[config.mk]
export PLATFORM = sky130hd
export DESIGN_NAME = stmh_msg_handler
export DESIGN_NICKNAME = d
export VERILOG_FILES = /design/src/stmh_msg_handler.v /design/src/stmh_tx_buf.v
export VERILOG_INCLUDE_DIRS = /design/src
export SDC_FILE = /design/constraint.sdc
export NUM_CORES = 1
export LEC_CHECK = 0
export BUFFER_PORTS_ARGS = -buffer_cell sky130_fd_sc_hd__buf_4
export CAP_MARGIN = 20
export CORE_MARGIN = 2
export CORE_UTILIZATION = 60
export CTS_BUF_LIST = sky130_fd_sc_hd__clkbuf_4
export CTS_CLUSTER_SIZE = 24
export DETAILED_ROUTE_END_ITERATION = 12
export MAX_ROUTING_LAYER = met4
export PLACE_DENSITY_LB_ADDON = 0.05
export SLEW_MARGIN = 20
export SYNTH_ARGS = -nofsm -noshare
export SYNTH_HDL_FRONTEND = slang
export SYNTH_HIERARCHICAL = 1
export SYNTH_SLANG_ARGS = --single-unit
[constraint.sdc]
create_clock -name clk_sys -period 5 [get_ports clk_sys]
set_input_delay 0.25 -clock clk_sys [delete_from_list [all_inputs] [get_ports clk_sys]]
set_output_delay 0.25 -clock clk_sys [all_outputs]
set_load 0.005 [all_outputs]
[src/stmh_defs.vh]
// Constants for the target-mode message handler: message codes, actions, sequences.
// Assumes an 8-bit message byte interface from a bus phase engine.
`ifndef STMH_DEFS_VH
`define STMH_DEFS_VH
`define STMH_MSG_CMD_CPLT 8'h00
`define STMH_MSG_EXT 8'h01
`define STMH_MSG_SAVE_PTR 8'h02
`define STMH_MSG_RESTORE_PTR 8'h03
`define STMH_MSG_DISCONNECT 8'h04
`define STMH_MSG_INIT_ERR 8'h05
`define STMH_MSG_ABORT 8'h06
`define STMH_MSG_REJECT 8'h07
`define STMH_MSG_NOP 8'h08
`define STMH_MSG_PAR_ERR 8'h09
`define STMH_MSG_LINK_CPLT 8'h0a
`define STMH_MSG_LINK_CPLT_F 8'h0b
`define STMH_MSG_DEV_RESET 8'h0c
`define STMH_MSG_ABORT_TAG 8'h0d
`define STMH_MSG_CLR_QUEUE 8'h0e
`define STMH_MSG_SIMPLE_TAG 8'h20
`define STMH_MSG_HEAD_TAG 8'h21
`define STMH_MSG_ORDER_TAG 8'h22
`define STMH_MSG_IDENT_BIT 7
`define STMH_IDENT_DISC_BIT 6
`define STMH_EXT_SYNC 8'h01
`define STMH_EXT_WIDE 8'h03
`define STMH_LEN_TAG 3'h2
`define STMH_LEN_SYNC 3'h5
`define STMH_LEN_WIDE 3'h4
`define STMH_STAT_BUSY 8'h08
`define STMH_STAT_CHECK 8'h02
// Host sequence codes
`define STMH_SEQ_STAT_CPLT 3'h0
`define STMH_SEQ_SAVE_DISC 3'h1
`define STMH_SEQ_STAT_LINK 3'h2
`define STMH_SEQ_STAT_LINKF 3'h3
`define STMH_SEQ_REJECT 3'h4
`define STMH_SEQ_RESTORE 3'h5
// Bus actions
`define STMH_ACT_NONE 3'h0
`define STMH_ACT_BUS_FREE 3'h1
`define STMH_ACT_REQ_CMD 3'h2
`define STMH_ACT_RETRY 3'h3
`define STMH_ACT_HOLD 3'h4
`define STMH_ACT_RESUME 3'h5
`define STMH_ACT_RESEND 3'h6
// Last phase codes
`define STMH_PH_DATA 2'h0
`define STMH_PH_STATUS 2'h1
`define STMH_PH_CMD 2'h2
`define STMH_PH_OTHER 2'h3
`endif

[src/stmh_msg_handler.v]
// Target-mode message handler: classifies initiator message bytes, emits sequences.
// Assumes a phase engine delivering received bytes with rx_valid and end of ATN with rx_end.
// Summary of operation
// (RQ1) Abort: clear queue; hold bus and forward if identified, else bus free
// (RQ2) Abort Tag: clear current, hold, forward
// (RQ3) Bus Device Reset: hard reset, hold, forward
// (RQ4) Clear Queue: abort all, hold, forward
// (RQ5) Identify only once per selection, else reject
// (RQ6) Initiator error: restore and retry, else forward
// (RQ7) Parity error while sending: resend whole message
// (RQ8) Parity error otherwise: bus free, forward
// (RQ9) Reject while not sending: reject; else forward
// (RQ10) No Operation: discard and resume
// (RQ11) Queue tags: pass two bytes, reject if short
// (RQ12) Sync request: clamp period/offset, echo or reject
// (RQ13) Wide request: reply smaller width, reject short
// (RQ14) Unknown messages get Message Reject
// (RQ15) Status plus Command Complete, then bus free
// (RQ16) Save pointer plus Disconnect, then bus free
// (RQ17) Status plus linked complete, then request command
// (RQ18) Host requests only supported sequences
// (RQ19) Tagged reselection sends tag after Identify
// (RQ20) Target disabled: Busy then Command Complete
// (RQ21) After command, disconnect if Identify allows
// (RQ22) Reselection Identify carries host's unit number
// (RQ23) Retry limit: check condition, complete; a parity error while sending gets fatal_error and bus free instead
`timescale 1ns/1ns
`include "stmh_defs.vh"
module stmh_msg_handler (
  clk_sys,
  arst_n,
  rx_valid,
  rx_byte,
  rx_end,
  selected,
  cdb_done,
  last_phase,
  status_sent,
  target_enable,
  sync_enable,
  cfg_period,
  cfg_offset,
  cfg_wide,
  cfg_retry_limit,
  host_seq_valid,
  host_seq,
  host_status,
  host_lun,
  host_tagged,
  host_tag,
  host_tag_type,
  host_seq_ready,
  tx_ack,
  tx_valid,
  tx_byte,
  tx_last,
  msg_to_host,
  msg_byte,
  queue_tag_valid,
  queue_tag_type,
  queue_tag,
  clear_current,
  clear_lun_queue,
  clear_all,
  hard_reset,
  bus_action,
  hold_bus,
  disconnect_ok,
  fatal_error,
  retry_exhausted
);
  input clk_sys;
  input arst_n;
  input rx_valid;
  input [7:0] rx_byte;
  input rx_end;
  input selected;
  input cdb_done;
  input [1:0] last_phase;
  input status_sent;
  input target_enable;
  input sync_enable;
  input [7:0] cfg_period;
  input [7:0] cfg_offset;
  input [1:0] cfg_wide;
  input [3:0] cfg_retry_limit;
  input host_seq_valid;
  input [2:0] host_seq;
  input [7:0] host_status;
  input [2:0] host_lun;
  input host_tagged;
  input [7:0] host_tag;
  input [7:0] host_tag_type;
  output host_seq_ready;
  input tx_ack;
  output tx_valid;
  output [7:0] tx_byte;
  output tx_last;
  output msg_to_host;
  output [7:0] msg_byte;
  output queue_tag_valid;
  output [7:0] queue_tag_type;
  output [7:0] queue_tag;
  output clear_current;
  output clear_lun_queue;
  output clear_all;
  output hard_reset;
  output [2:0] bus_action;
  output hold_bus;
  output disconnect_ok;
  output fatal_error;
  output retry_exhausted;
  localparam ST_IDLE = 4'b0001;
  localparam ST_RECV = 4'b0010;
  localparam ST_SEND = 4'b0100;
  localparam ST_HOLD = 4'b1000;
  reg [3:0] state_reg;
  reg [7:0] buf_reg [0:4];
  reg [2:0] cnt_reg;
  reg ident_seen_reg;
  reg disc_ok_reg;
  reg [3:0] retry_reg;
  reg [63:0] last_msg_reg;
  reg [3:0] last_len_reg;
  reg [2:0] after_reg;
  reg msg_to_host_reg;
  reg [7:0] msg_byte_reg;
  reg qt_valid_reg;
  reg [7:0] qt_type_reg;
  reg [7:0] qt_reg;
  reg clr_cur_reg, clr_lun_reg, clr_all_reg, hard_reset_reg;
  reg [2:0] bus_action_reg;
  reg fatal_reg;
  reg exhausted_reg;
  reg sel_d_reg;
  reg cdb_d_reg;
  reg ld;
  reg [3:0] ld_len;
  reg [63:0] ld_data;
  reg [2:0] ld_after;
  wire sent_done;
  wire sending = (state_reg == ST_SEND);
  assign host_seq_ready = (state_reg == ST_IDLE) || (state_reg == ST_HOLD);
  assign msg_to_host = msg_to_host_reg;
  assign msg_byte = msg_byte_reg;
  assign queue_tag_valid = qt_valid_reg;
  assign queue_tag_type = qt_type_reg;
  assign queue_tag = qt_reg;
  assign clear_current = clr_cur_reg;
  assign clear_lun_queue = clr_lun_reg;
  assign clear_all = clr_all_reg;
  assign hard_reset = hard_reset_reg;
  assign bus_action = bus_action_reg;
  assign hold_bus = (state_reg == ST_HOLD);
  assign disconnect_ok = disc_ok_reg;
  assign fatal_error = fatal_reg;
  assign retry_exhausted = exhausted_reg;
  // Pack two bytes, first byte in the low lane
  function [63:0] pack2;
    input [7:0] b0;
    input [7:0] b1;
    begin
      pack2 = {48'h0, b1, b0};
    end
  endfunction
  function [7:0] min8;
    input [7:0] a;
    input [7:0] b;
    begin
      min8 = (a < b) ? a : b;
    end
  endfunction
  // Expected length of a multi-byte message from its first byte and code
  function [2:0] need_len;
    input [7:0] b0;
    input [7:0] code;
    begin
      if (b0 == `STMH_MSG_EXT)
        need_len = (code == `STMH_EXT_SYNC) ? `STMH_LEN_SYNC :
                   (code == `STMH_EXT_WIDE) ? `STMH_LEN_WIDE : 3'h2;
      else if (b0 == `STMH_MSG_SIMPLE_TAG || b0 == `STMH_MSG_HEAD_TAG || b0 == `STMH_MSG_ORDER_TAG)
        need_len = `STMH_LEN_TAG;
      else
        need_len = 3'h1;
    end
  endfunction
  stmh_tx_buf u_tx (
    .clk_sys(clk_sys),
    .arst_n(arst_n),
    .load(ld),
    .load_len(ld_len),
    .load_data(ld_data),
    .tx_ack(tx_ack),
    .tx_valid(tx_valid),
    .tx_byte(tx_byte),
    .tx_last(tx_last),
    .done(sent_done)
  );
  wire [7:0] b0 = buf_reg[0];
  wire [2:0] need = need_len(buf_reg[0], buf_reg[2]);
  wire msg_complete = (cnt_reg != 3'h0) && (cnt_reg >= need) && (cnt_reg > 3'h2 || b0 != `STMH_MSG_EXT);
  wire msg_short = rx_end && (cnt_reg != 3'h0) && !msg_complete;
  wire retry_left = (retry_reg < cfg_retry_limit);
  wire [63:0] reject_data = {56'h0, `STMH_MSG_REJECT};
  wire [63:0] busy_data = pack2(`STMH_STAT_BUSY, `STMH_MSG_CMD_CPLT);
  wire [7:0] ident_out = {1'b1, 4'h0, host_lun};
  // Offending retry falls back to check condition plus complete
  wire [63:0] check_data = status_sent ?
    {40'h0, `STMH_MSG_CMD_CPLT, `STMH_STAT_CHECK, `STMH_MSG_RESTORE_PTR} :
    pack2(`STMH_STAT_CHECK, `STMH_MSG_CMD_CPLT);
  wire [7:0] sync_per = (buf_reg[3] < cfg_period) ? cfg_period : buf_reg[3];
  wire [7:0] sync_off = min8(buf_reg[4], cfg_offset);
  wire [7:0] wide_w = min8(buf_reg[3], {6'h0, cfg_wide});
  integer i;
  always @* begin
    ld = 1'b0;
    ld_len = 4'h0;
    ld_data = 64'h0;
    ld_after = `STMH_ACT_NONE;
    if (state_reg == ST_IDLE && selected && !sel_d_reg && !target_enable) begin
      ld = 1'b1; // RQ20
      ld_len = 4'h2;
      ld_data = busy_data;
      ld_after = `STMH_ACT_BUS_FREE;
    end else if (state_reg == ST_IDLE && cdb_done && !cdb_d_reg && disc_ok_reg) begin
      ld = 1'b1; // RQ21
      ld_len = 4'h1;
      ld_data = {56'h0, `STMH_MSG_DISCONNECT};
      ld_after = `STMH_ACT_BUS_FREE;
    end else if (sending && rx_valid && rx_byte == `STMH_MSG_PAR_ERR && retry_left) begin
      ld = 1'b1; // RQ7
      ld_len = last_len_reg;
      ld_data = last_msg_reg;
      ld_after = after_reg;
    end else if (host_seq_ready && host_seq_valid) begin
      ld = 1'b1;
      case (host_seq)
        `STMH_SEQ_STAT_CPLT: begin
          ld_len = 4'h2; // RQ15
          ld_data = pack2(host_status, `STMH_MSG_CMD_CPLT);
          ld_after = `STMH_ACT_BUS_FREE;
        end
        `STMH_SEQ_SAVE_DISC: begin
          ld_len = 4'h2; // RQ16
          ld_data = pack2(`STMH_MSG_SAVE_PTR, `STMH_MSG_DISCONNECT);
          ld_after = `STMH_ACT_BUS_FREE;
        end
        `STMH_SEQ_STAT_LINK, `STMH_SEQ_STAT_LINKF: begin
          ld_len = 4'h2; // RQ17
          ld_data = pack2(host_status, (host_seq == `STMH_SEQ_STAT_LINK) ?
                          `STMH_MSG_LINK_CPLT : `STMH_MSG_LINK_CPLT_F);
          ld_after = `STMH_ACT_REQ_CMD;
        end
        `STMH_SEQ_REJECT: begin
          ld_len = 4'h1; // RQ18
          ld_data = reject_data;
          ld_after = `STMH_ACT_RESUME;
        end
        `STMH_SEQ_RESTORE: begin
          ld_len = 4'h1;
          ld_data = {56'h0, `STMH_MSG_RESTORE_PTR};
          ld_after = `STMH_ACT_RESUME;
        end
        default: begin
          // Reselection: Identify, then the queue tag if the process was tagged
          ld_len = host_tagged ? 4'h3 : 4'h1; // RQ22
          ld_data = {40'h0, host_tag, host_tag_type, ident_out}; // RQ19
          ld_after = `STMH_ACT_RESUME;
        end
      endcase
    end else if (state_reg == ST_RECV && msg_short) begin
      ld = 1'b1; // RQ11 RQ12 RQ13
      ld_len = 4'h1;
      ld_data = reject_data;
      ld_after = `STMH_ACT_RESUME;
    end else if (state_reg == ST_RECV && msg_complete) begin
      ld_len = 4'h1;
      ld_data = reject_data;
      ld_after = `STMH_ACT_RESUME;
      if (b0[`STMH_MSG_IDENT_BIT]) begin
        ld = ident_seen_reg; // RQ5
      end else if (b0 == `STMH_MSG_INIT_ERR) begin
        if (last_phase == `STMH_PH_DATA || last_phase == `STMH_PH_STATUS) begin
          ld = 1'b1; // RQ6
          ld_data = retry_left ? {56'h0, `STMH_MSG_RESTORE_PTR} : check_data;
          ld_len = retry_left ? 4'h1 : (status_sent ? 4'h3 : 4'h2); // RQ23
          ld_after = retry_left ? `STMH_ACT_RETRY : `STMH_ACT_BUS_FREE;
        end
      end else if (b0 == `STMH_MSG_REJECT) begin
        ld = 1'b1; // RQ9
      end else if (b0 == `STMH_MSG_EXT && buf_reg[2] == `STMH_EXT_SYNC) begin
        ld = 1'b1; // RQ12
        if (sync_enable) begin
          ld_len = 4'h5;
          ld_data = {24'h0, sync_off, sync_per, buf_reg[2], buf_reg[1], b0};
        end
      end else if (b0 == `STMH_MSG_EXT && buf_reg[2] == `STMH_EXT_WIDE) begin
        ld = 1'b1; // RQ13
        ld_len = 4'h4;
        ld_data = {32'h0, wide_w, buf_reg[2], buf_reg[1], b0};
      end else if (b0 == `STMH_MSG_ABORT || b0 == `STMH_MSG_ABORT_TAG || b0 == `STMH_MSG_DEV_RESET ||
                   b0 == `STMH_MSG_CLR_QUEUE || b0 == `STMH_MSG_NOP || b0 == `STMH_MSG_PAR_ERR ||
                   b0 == `STMH_MSG_SIMPLE_TAG || b0 == `STMH_MSG_HEAD_TAG || b0 == `STMH_MSG_ORDER_TAG) begin
        ld = 1'b0;
      end else begin
        ld = 1'b1; // RQ14
      end
    end
  end
  always @(posedge clk_sys or negedge arst_n) begin
    if (!arst_n) begin
      state_reg <= ST_IDLE;
      for (i = 0; i < 5; i = i + 1)
        buf_reg[i] <= 8'h00;
      cnt_reg <= 3'h0;
      ident_seen_reg <= 1'b0;
      disc_ok_reg <= 1'b0;
      retry_reg <= 4'h0;
      last_msg_reg <= 64'h0;
      last_len_reg <= 4'h0;
      after_reg <= `STMH_ACT_NONE;
      msg_to_host_reg <= 1'b0;
      msg_byte_reg <= 8'h00;
      qt_valid_reg <= 1'b0;
      qt_type_reg <= 8'h00;
      qt_reg <= 8'h00;
      clr_cur_reg <= 1'b0;
      clr_lun_reg <= 1'b0;
      clr_all_reg <= 1'b0;
      hard_reset_reg <= 1'b0;
      bus_action_reg <= `STMH_ACT_NONE;
      fatal_reg <= 1'b0;
      exhausted_reg <= 1'b0;
      sel_d_reg <= 1'b0;
      cdb_d_reg <= 1'b0;
    end else begin
      msg_to_host_reg <= 1'b0;
      qt_valid_reg <= 1'b0;
      clr_cur_reg <= 1'b0;
      clr_lun_reg <= 1'b0;
      clr_all_reg <= 1'b0;
      hard_reset_reg <= 1'b0;
      bus_action_reg <= `STMH_ACT_NONE;
      fatal_reg <= 1'b0;
      exhausted_reg <= 1'b0;
      sel_d_reg <= selected;
      cdb_d_reg <= cdb_done;
      if (selected && !sel_d_reg) begin
        ident_seen_reg <= 1'b0;
        retry_reg <= 4'h0;
      end
      if (ld) begin
        last_msg_reg <= ld_data;
        last_len_reg <= ld_len;
        after_reg <= ld_after;
        cnt_reg <= 3'h0;
        state_reg <= ST_SEND;
        if (ld_after == `STMH_ACT_RETRY || sending)
          retry_reg <= retry_reg + 4'h1;
        if (ld_data == check_data && ld_after == `STMH_ACT_BUS_FREE && state_reg == ST_RECV)
          exhausted_reg <= 1'b1; // RQ23
      end else if (state_reg == ST_SEND) begin
        if (rx_valid && rx_byte == `STMH_MSG_PAR_ERR) begin
          fatal_reg <= 1'b1; // RQ23
          bus_action_reg <= `STMH_ACT_BUS_FREE;
          state_reg <= ST_IDLE;
        end else if (rx_valid && rx_byte == `STMH_MSG_REJECT) begin
          msg_to_host_reg <= 1'b1; // RQ9
          msg_byte_reg <= rx_byte;
          state_reg <= ST_HOLD;
        end else if (sent_done) begin
          bus_action_reg <= after_reg;
          state_reg <= ST_IDLE;
        end
      end else if (state_reg == ST_HOLD) begin
        if (host_seq_valid)
          state_reg <= ST_IDLE;
      end else if (state_reg == ST_RECV) begin
        if (rx_valid && cnt_reg != 3'h5) begin
          buf_reg[cnt_reg] <= rx_byte;
          cnt_reg <= cnt_reg + 3'h1;
        end
        if (msg_complete) begin
          cnt_reg <= 3'h0;
          state_reg <= ST_IDLE;
          if (b0[`STMH_MSG_IDENT_BIT] && !ident_seen_reg) begin
            ident_seen_reg <= 1'b1;
            disc_ok_reg <= b0[`STMH_IDENT_DISC_BIT];
          end else if (b0 == `STMH_MSG_ABORT) begin
            clr_cur_reg <= 1'b1; // RQ1
            clr_lun_reg <= 1'b1;
            if (ident_seen_reg) begin
              msg_to_host_reg <= 1'b1;
              msg_byte_reg <= b0;
              state_reg <= ST_HOLD;
            end else begin
              bus_action_reg <= `STMH_ACT_BUS_FREE;
            end
          end else if (b0 == `STMH_MSG_ABORT_TAG || b0 == `STMH_MSG_DEV_RESET || b0 == `STMH_MSG_CLR_QUEUE) begin
            clr_cur_reg <= 1'b1; // RQ2
            hard_reset_reg <= (b0 == `STMH_MSG_DEV_RESET); // RQ3
            clr_all_reg <= (b0 != `STMH_MSG_ABORT_TAG); // RQ4
            msg_to_host_reg <= 1'b1;
            msg_byte_reg <= b0;
            state_reg <= ST_HOLD;
          end else if (b0 == `STMH_MSG_PAR_ERR) begin
            fatal_reg <= 1'b1; // RQ8
            msg_to_host_reg <= 1'b1;
            msg_byte_reg <= b0;
            bus_action_reg <= `STMH_ACT_BUS_FREE;
          end else if (b0 == `STMH_MSG_INIT_ERR) begin
            msg_to_host_reg <= 1'b1; // RQ6
            msg_byte_reg <= b0;
            state_reg <= ST_HOLD;
          end else if (b0 == `STMH_MSG_NOP) begin
            bus_action_reg <= `STMH_ACT_RESUME; // RQ10
          end else if (b0 == `STMH_MSG_SIMPLE_TAG || b0 == `STMH_MSG_HEAD_TAG || b0 == `STMH_MSG_ORDER_TAG) begin
            qt_valid_reg <= 1'b1; // RQ11
            qt_type_reg <= b0;
            qt_reg <= buf_reg[1];
          end
        end else if (rx_end) begin
          cnt_reg <= 3'h0;
          state_reg <= ST_IDLE;
        end
      end else if (rx_valid) begin
        buf_reg[0] <= rx_byte;
        cnt_reg <= 3'h1;
        state_reg <= ST_RECV;
      end
    end
  end
endmodule // stmh_msg_handler

[src/stmh_tx_buf.v]
// Outgoing byte buffer of up to eight bytes, loaded whole and drained in order.
// Assumes the phase engine accepts one byte per tx_ack.
`timescale 1ns/1ns
module stmh_tx_buf (
  clk_sys,
  arst_n,
  load,
  load_len,
  load_data,
  tx_ack,
  tx_valid,
  tx_byte,
  tx_last,
  done
);
  input clk_sys;
  input arst_n;
  input load;
  input [3:0] load_len;
  input [63:0] load_data;
  input tx_ack;
  output tx_valid;
  output [7:0] tx_byte;
  output tx_last;
  output done;
  reg [63:0] data_reg;
  reg [3:0] left_reg;
  reg done_reg;
  assign tx_valid = (left_reg != 4'h0);
  assign tx_byte = data_reg[7:0];
  assign tx_last = (left_reg == 4'h1);
  assign done = done_reg;
  always @(posedge clk_sys or negedge arst_n) begin
    if (!arst_n) begin
      data_reg <= 64'h0;
      left_reg <= 4'h0;
      done_reg <= 1'b0;
    end else begin
      done_reg <= 1'b0;
      if (load) begin
        data_reg <= load_data;
        left_reg <= load_len;
      end else if (tx_ack && tx_valid) begin
        // Shift rather than index so the head byte is always a plain flop
        data_reg <= {8'h00, data_reg[63:8]};
        left_reg <= left_reg - 4'h1;
        done_reg <= (left_reg == 4'h1);
      end
    end
  end
endmodule // stmh_tx_buf

Word-level counts from Yosys, hierarchy flattened
Index checks and enable logic that the tools add are counted.

Register bits after elaboration: 230. Latch bits: 0. RAM bits: 0. Memory bits (read-only): 0. Bits of input ports: 74. Output and inout port bits: 48. Word-level logic and storage cells: 373. Memories: 0.

Add/sub/neg operators: 3. Multipliers: 0. Div/mod/pow operators: 0. $lt $le $gt $ge: 8. Equal/unequal tests: 45. Shifts and indexed selects: 0. Multiplexer cells: 207. Bitwise logic cells: 10. Reduce and logical (&&, ||, !) cells: 70.

Operators by type and width (count): 64-bit two-way mux (12); 8-bit two-way mux (18); 4-bit two-way mux (32); 24-bit one-hot mux with 5 select lines (1); 3-bit two-way mux (36); 1-bit two-way mux (93); 40-bit two-way mux (2); 64-bit by 10-bit equality test with 1-bit output (1); 8-bit by 4-bit equality test with 1-bit output, second input constant (6); 40-bit bitwise mux (1); 8-bit by 3-bit equality test with 1-bit output, second input constant (4); 32-bit two-way mux (1); 10-bit two-way mux (3); 1-bit logical AND (27); 8-bit demux with 3-bit select (1); 8-bit by 6-bit equality test with 1-bit output, second input constant (3); 8-bit by 1-bit equality test with 1-bit output, second input constant (2); 1-bit logical OR (16); 8-bit less-than comparator (2); 12-bit AND reduction (1); 2-bit two-way mux (5); 5-bit AND reduction (2); 5-bit nonzero test (2); 3-bit by 2-bit equality test with 1-bit output, second input constant (3); 41 further kinds (69).

Logic depth before layout (Yosys ltp)
Depth after elaboration: 23. Depth in mapped cells: 18. Depth with buffers taken out: 14.

Cells and area by module
The synthesis kept the hierarchy.

Modules (own cells, without submodules): stmh_msg_handler (instances 1, cells an instance 797, area an instance 8227.9 um2, sequential area each 4030.1 um2); stmh_tx_buf (instances 1, cells an instance 338, area an instance 3362.0 um2, sequential area each 1726.7 um2).

Worst setup path before layout
Ideal clock, no wire load.

Path type: reg2reg. Start point: register buf_reg (netlist bit b0[1]). End point: register u_tx.data_reg[16]. Library setup time: 80 ps. Data arrival time: 3544 ps. Required time: 4920 ps. Slack: 1377 ps. Stages on the path, launching flop included: 17. Path buffers: 5. Period minus slack after synthesis: 3623 ps. Cell sequence: dfrtp_1 -> clkbuf_1 -> nor4b_1 -> nand4_1 -> ha_1 -> nand2_1 -> o21ai_0 -> nand3_1 -> nor3_1 -> nor2_1 -> buf_2 -> inv_2 -> buf_2 -> clkbuf_1 -> buf_1 -> a31oi_1 -> a2bb2oi_1.

Word-level cells in the longest chain between the ends: 22. Elaborated cells between the ends (all ways): 60. Those cells by class: order compare (1); eq/ne (13); mux (26); reduce/logical (20).

Ends and longest elaborated chain: start, declared (line stmh_msg_handler.v:118) `reg [7:0] buf_reg [0:4];`; start signal, assigned by index (line stmh_msg_handler.v:380) `buf_reg[cnt_reg] <= rx_byte;`; 8-bit by 3-bit equality test with 1-bit output (no source line) / 8-bit by 4-bit equality test with 1-bit output (equally long branches); 1-bit logical OR (no source line) (8 in a row); 1-bit two-way mux (line stmh_msg_handler.v:301) `` end else if (b0 == `STMH_MSG_ABORT || b0 == `STMH_MSG_ABORT_TAG || b0 == `STMH_MSG_DEV_RESET || ``; 1-bit two-way mux (line stmh_msg_handler.v:297) `` end else if (b0 == `STMH_MSG_EXT && buf_reg[2] == `STMH_EXT_WIDE) begin ``; 1-bit two-way mux (line stmh_msg_handler.v:291) `` end else if (b0 == `STMH_MSG_EXT && buf_reg[2] == `STMH_EXT_SYNC) begin ``; 1-bit two-way mux (line stmh_msg_handler.v:289) `` end else if (b0 == `STMH_MSG_REJECT) begin ``; 1-bit two-way mux (line stmh_msg_handler.v:282) `` end else if (b0 == `STMH_MSG_INIT_ERR) begin ``; 1-bit two-way mux (line stmh_msg_handler.v:280) `` if (b0[`STMH_MSG_IDENT_BIT]) begin ``; 1-bit two-way mux (line stmh_msg_handler.v:276) `end else if (state_reg == ST_RECV && msg_complete) begin`; 1-bit two-way mux (*) (line stmh_msg_handler.v:271) `end else if (state_reg == ST_RECV && msg_short) begin`; 1-bit two-way mux (*) (line stmh_msg_handler.v:235) `end else if (host_seq_ready && host_seq_valid) begin`; 1-bit two-way mux (*) (line stmh_msg_handler.v:230) `` end else if (sending && rx_valid && rx_byte == `STMH_MSG_PAR_ERR && retry_left) begin ``; 1-bit two-way mux (*) (line stmh_msg_handler.v:225) `end else if (state_reg == ST_IDLE && cdb_done && !cdb_d_reg && disc_ok_reg) begin`; 1-bit two-way mux (*) (line stmh_msg_handler.v:220) `if (state_reg == ST_IDLE && selected && !sel_d_reg && !target_enable) begin`; net ld (line stmh_msg_handler.v:137) `reg ld;`; 64-bit two-way mux / 2-bit nonzero test (equally long branches); end signal, assigned (line stmh_tx_buf.v:41) `data_reg <= load_data;`; end signal, assigned (line stmh_tx_buf.v:45) `data_reg <= {8'h00, data_reg[63:8]};`; end, declared (line stmh_tx_buf.v:26) `reg [63:0] data_reg;`.

Mark *: on every way through the listed nets, which the timed path passes. The rest lies on a longest branch. A chain may end at the register's enable or synchronous reset.

Final worst setup path
Start point: register buf_reg (netlist bit b0[1]). End point: register buf_reg[19] in the netlist's numbering.

Word-level cells in the longest chain between the ends: 23. Elaborated cells between the ends (all ways): 49. Those cells by class: order compare (1); eq/ne (13); mux (14); bitwise (1); reduce/logical (20).

Ends and longest elaborated chain (line): 8-bit by 3-bit equality test with 1-bit output (no source line) / 8-bit by 4-bit equality test with 1-bit output (equally long branches); 1-bit logical OR (no source line) (8 in a row); 1-bit two-way mux (stmh_msg_handler.v:301); 1-bit two-way mux (stmh_msg_handler.v:297); 1-bit two-way mux (stmh_msg_handler.v:291); 1-bit two-way mux (stmh_msg_handler.v:289); 1-bit two-way mux (stmh_msg_handler.v:282); 1-bit two-way mux (stmh_msg_handler.v:280); 1-bit two-way mux (stmh_msg_handler.v:276); 1-bit two-way mux (*) (stmh_msg_handler.v:271); 1-bit two-way mux (*) (stmh_msg_handler.v:235); 1-bit two-way mux (*) (stmh_msg_handler.v:230); 1-bit two-way mux (*) (stmh_msg_handler.v:225); 1-bit two-way mux (*) (stmh_msg_handler.v:220); 1-bit inverter (no source line) (*); 5-bit AND reduction (no source line) (*).

Mark *: on every way between the ends. The rest lies on a longest branch, timed or not.

==> results.toml <==
[setup_path]
required_ps = 5560
timing.rr.end = "buf_reg[19]"
r2r_start = "b0[1]"
crit_path_max_fanout = 9
crit_end = "buf_reg[19]"
cp.arrival_ps = 4890
startpoint = "b0[1]"
end_kind = "flop"
critical_path_class = "flop to flop"
reg2reg_depth = 10
start_kind = "flop"
reg2reg_slack_ps = 670

[clock_tree]
cts_resized = 0
clkLatencyLatePin_ps = 680
clockBufferDepth = 3
postCtsSetupBuffers = 0
h-tree-depth = 2
cts_tree = "done"
cts_num_sinks = 230
clk_pin_slew_worst_paths_ps = 60
numCtsBuffers = 59
root_buffer = "clkbuf_4"

[synth]
synth_top_family_by_area = "compound AO/OA/AOI/OAI gates"
synth-async-reset-ratio_pct = 100
synth_cells = 1135
synth-compound-area-share_pct = 21.9
ys_types = 72
synth_area_sq_um = 11600
yosys_warnings = 6
synthXorXnorAreaFrac_pct = 0.151
syn_area_per_cell_sq_um = 10.2
synth_edf_count = 0
synth_adder_area_share_pct = 3.02
ys_seq_area_share_pct = 49.7
synth_seq_cells = 230
synth_mux_area_share_pct = 7.48
synth_flop_cell = "dfrtp_1"
syn-num-nets = 1237
yosys.area_share.simple_pct = 12.9

[final_layout]
instances_no_fill = 1566
final_cell_mix = "229 x dfrtp_1, 131 x buf_4, 83 x clkbuf_4, 80 x nand2_1, 61 x a31oi_1"
seqCellArea_sq_um = 5760
multi_input_area_sq_um = 5290
final.fill_count = 1406
layout-drive-gt1-share_pct = 22.4
fin_nets = 1369
area_growth_pct = 17.1
postLayoutCellArea_sq_um = 13600
layout_commonest_cell = "dfrtp_1"

[drt]
avgRoutedWirePerCell_um = 19.5
drt-initial-drc-count = 918
postRouteAntennaNets = 0
drcViolationCount = 0
wirelength_um = 30500
avgViaCountPerCell = 6.08
vias = 9518
drt-pass1-iter-count = 5

[timing]
tns_ps = 0
timing.slew.headroom_pct = 27.9
setup_viol = 0
fmax_mhz = 231
timing.final.crit_period_ps = 4330
finalCritPeriodShare_pct = 86.6
hold_viol = 0
rsz0062_at_grt = "false"
worst_slew_pin_slew_ps = 1080
whs_ps = 57.6
finClkSkew_ps = 26.9
slew_violations = 0

[place]
dp_cells = 1437
place_hpwl_um = 19400
gp_congestion = 0.944
portBuffers = 120
place_area_sq_um = 12600

[floorplanning]
die_w_um = 143
die_y_um = 143
die_area_sq_um = 20400
ios = 122
row_count = 50
coreArea_sq_um = 18800
start_util_pct = 61.5

[global_route]
grt_max_degree = 127
grt-ovfl-total = 0
grt_util_all_layers_pct = 31.0
grt_pass1_wl_um = 48300
grt_pass1_vias = 9246
antenna_found_initial = 1

[min_path]
hold_class = "input pin to flop"

[pwr]
switching_power_mw = 2.72
seq_power_share_pct = 39.6
p_per_area_nw_per_um2 = 519
intPower_mw = 4.33
combinationalPowerShare_pct = 39.0
clockPowerShare_pct = 21.4
peakVddDrop_mv = 0.338
leakage_nw = 6.93
swShare_pct = 38.6

[outcome]
outcome = "finished, final reports clean"

[job]
cap_violations = 0
==> worst max-delay path, stage by stage, from the launching register on <==
cell and delay, ps:
dfrtp_1 480, nor4b_1 480, nand4_1 390, ha_1 440, nand2_1 50, o21ai_0 230, a21o_1 250, nand4b_1 340
nor4_1 520, nor2b_1 620, mux2_2 410
==> what timing repair did <==
item / 4_1_cts / 5_1_grt
hold buffers: 29 / 0
endpoints found under the hold margin: 187 / 0
endpoints found under the setup margin: 0 / 0
==> logic make-up after synthesis <==
kind of cell,count (synthesis)
muxes,80
AOI/OAI and AO/OA,373
buffers and inverters,140
adders and majority gates,28
xor gates and xnor gates,2
DFF,230
and+or+nand+nor,282
==> power by group through the flow <==
| stage | Combinational, mW | Clock [mW] | Sequential (mW) |
|---|---|---|---|
| floorplan | 1.98 | 0 | 2.67 |
| global placement | 2.63 | 0 | 2.78 |
| detailed placement | 2.69 | 0 | 2.80 |
| CTS | 2.71 | 1.55 | 2.77 |
| global route | 3.01 | 1.64 | 2.85 |
| finish | 2.75 | 1.51 | 2.79 |
==> through the flow <==
stage	setup WS [ps]	utilization [%]	power (mW)
3_5_place_dp	846	66.8	5.49
2_1_floorplan	1380	-	4.65
6_report	668	72.1	7.05
4_1_cts	787	72.0	7.04
3_3_place_gp	908	66.8	5.41
5_1_grt	316	72.1	7.51
==> cell type report <==
type / instances / share of cell area [%]
Clock buffer: 83 / 4.59
Timing Repair Buffer: 163 / 9.79
Tap cell: 260 / 2.40
Inverter: 48 / 1.34
Sequential cell: 230 / 42.4
Clock inverter: 16 / 0.443
Antenna cell: 1 / 0.0184
Multi-Input combinational cell: 765 / 39.0
==> cells in the mapped netlist, types with 3 or more instances <==
cell,count,area share (%)
ha_1,28,3.0
and2_1,55,3.0
or2_2,3,0.16
inv_1,44,1.4
a222oi_1,7,0.60
o21ai_0,51,2.2
buf_1,5,0.16
a211oi_1,9,0.58
a21oi_1,26,1.1
nand3b_1,3,0.19
a2bb2oi_1,57,4.3
nand3_1,13,0.56
o21ai_1,61,2.6
a22oi_1,11,0.71
buf_2,11,0.47
nor2_1,42,1.4
nor2b_1,14,0.76
o21a_1,4,0.26
nor4b_1,4,0.30
and3_1,8,0.43
clkbuf_1,67,2.2
dfrtp_1,229,49
inv_2,3,0.097
o22ai_1,4,0.22
nand2b_1,12,0.65
a21o_1,50,3.2
nor3b_1,4,0.26
nor3_1,14,0.60
nor4_1,9,0.49
nand2_1,80,2.6
mux2i_1,27,2.3
a31oi_1,61,3.3
buf_4,9,0.58
o2111ai_1,3,0.23
nand4_1,6,0.32
mux2_2,53,5.1
o31ai_1,3,0.19
==> per-layer routing <==
layer,global-route usage (%),part of all wire [%],vias to the layer above
met5,-,0,-
li1,-,-,4437
met1,44.8,46,4666
met3,5.67,7.0,57
met2,44.4,45,358
met4,10.3,2.4,0
==> worst min-delay path by stage <==
stage	cells past startpoint	slack, ps	end	from
floorplan	0	-50	after_reg[0]	arst_n
global placement	1	370	cdb_d_reg	cdb_done
detailed placement	1	370	sel_d_reg	selected
CTS	4	10	last_msg_reg[14]	host_tag_type[6]
global route	4	50	last_msg_reg[14]	host_tag_type[6]
finish	4	60	last_msg_reg[12]	host_tag_type[4]
(Power assumes the default switching activity.)
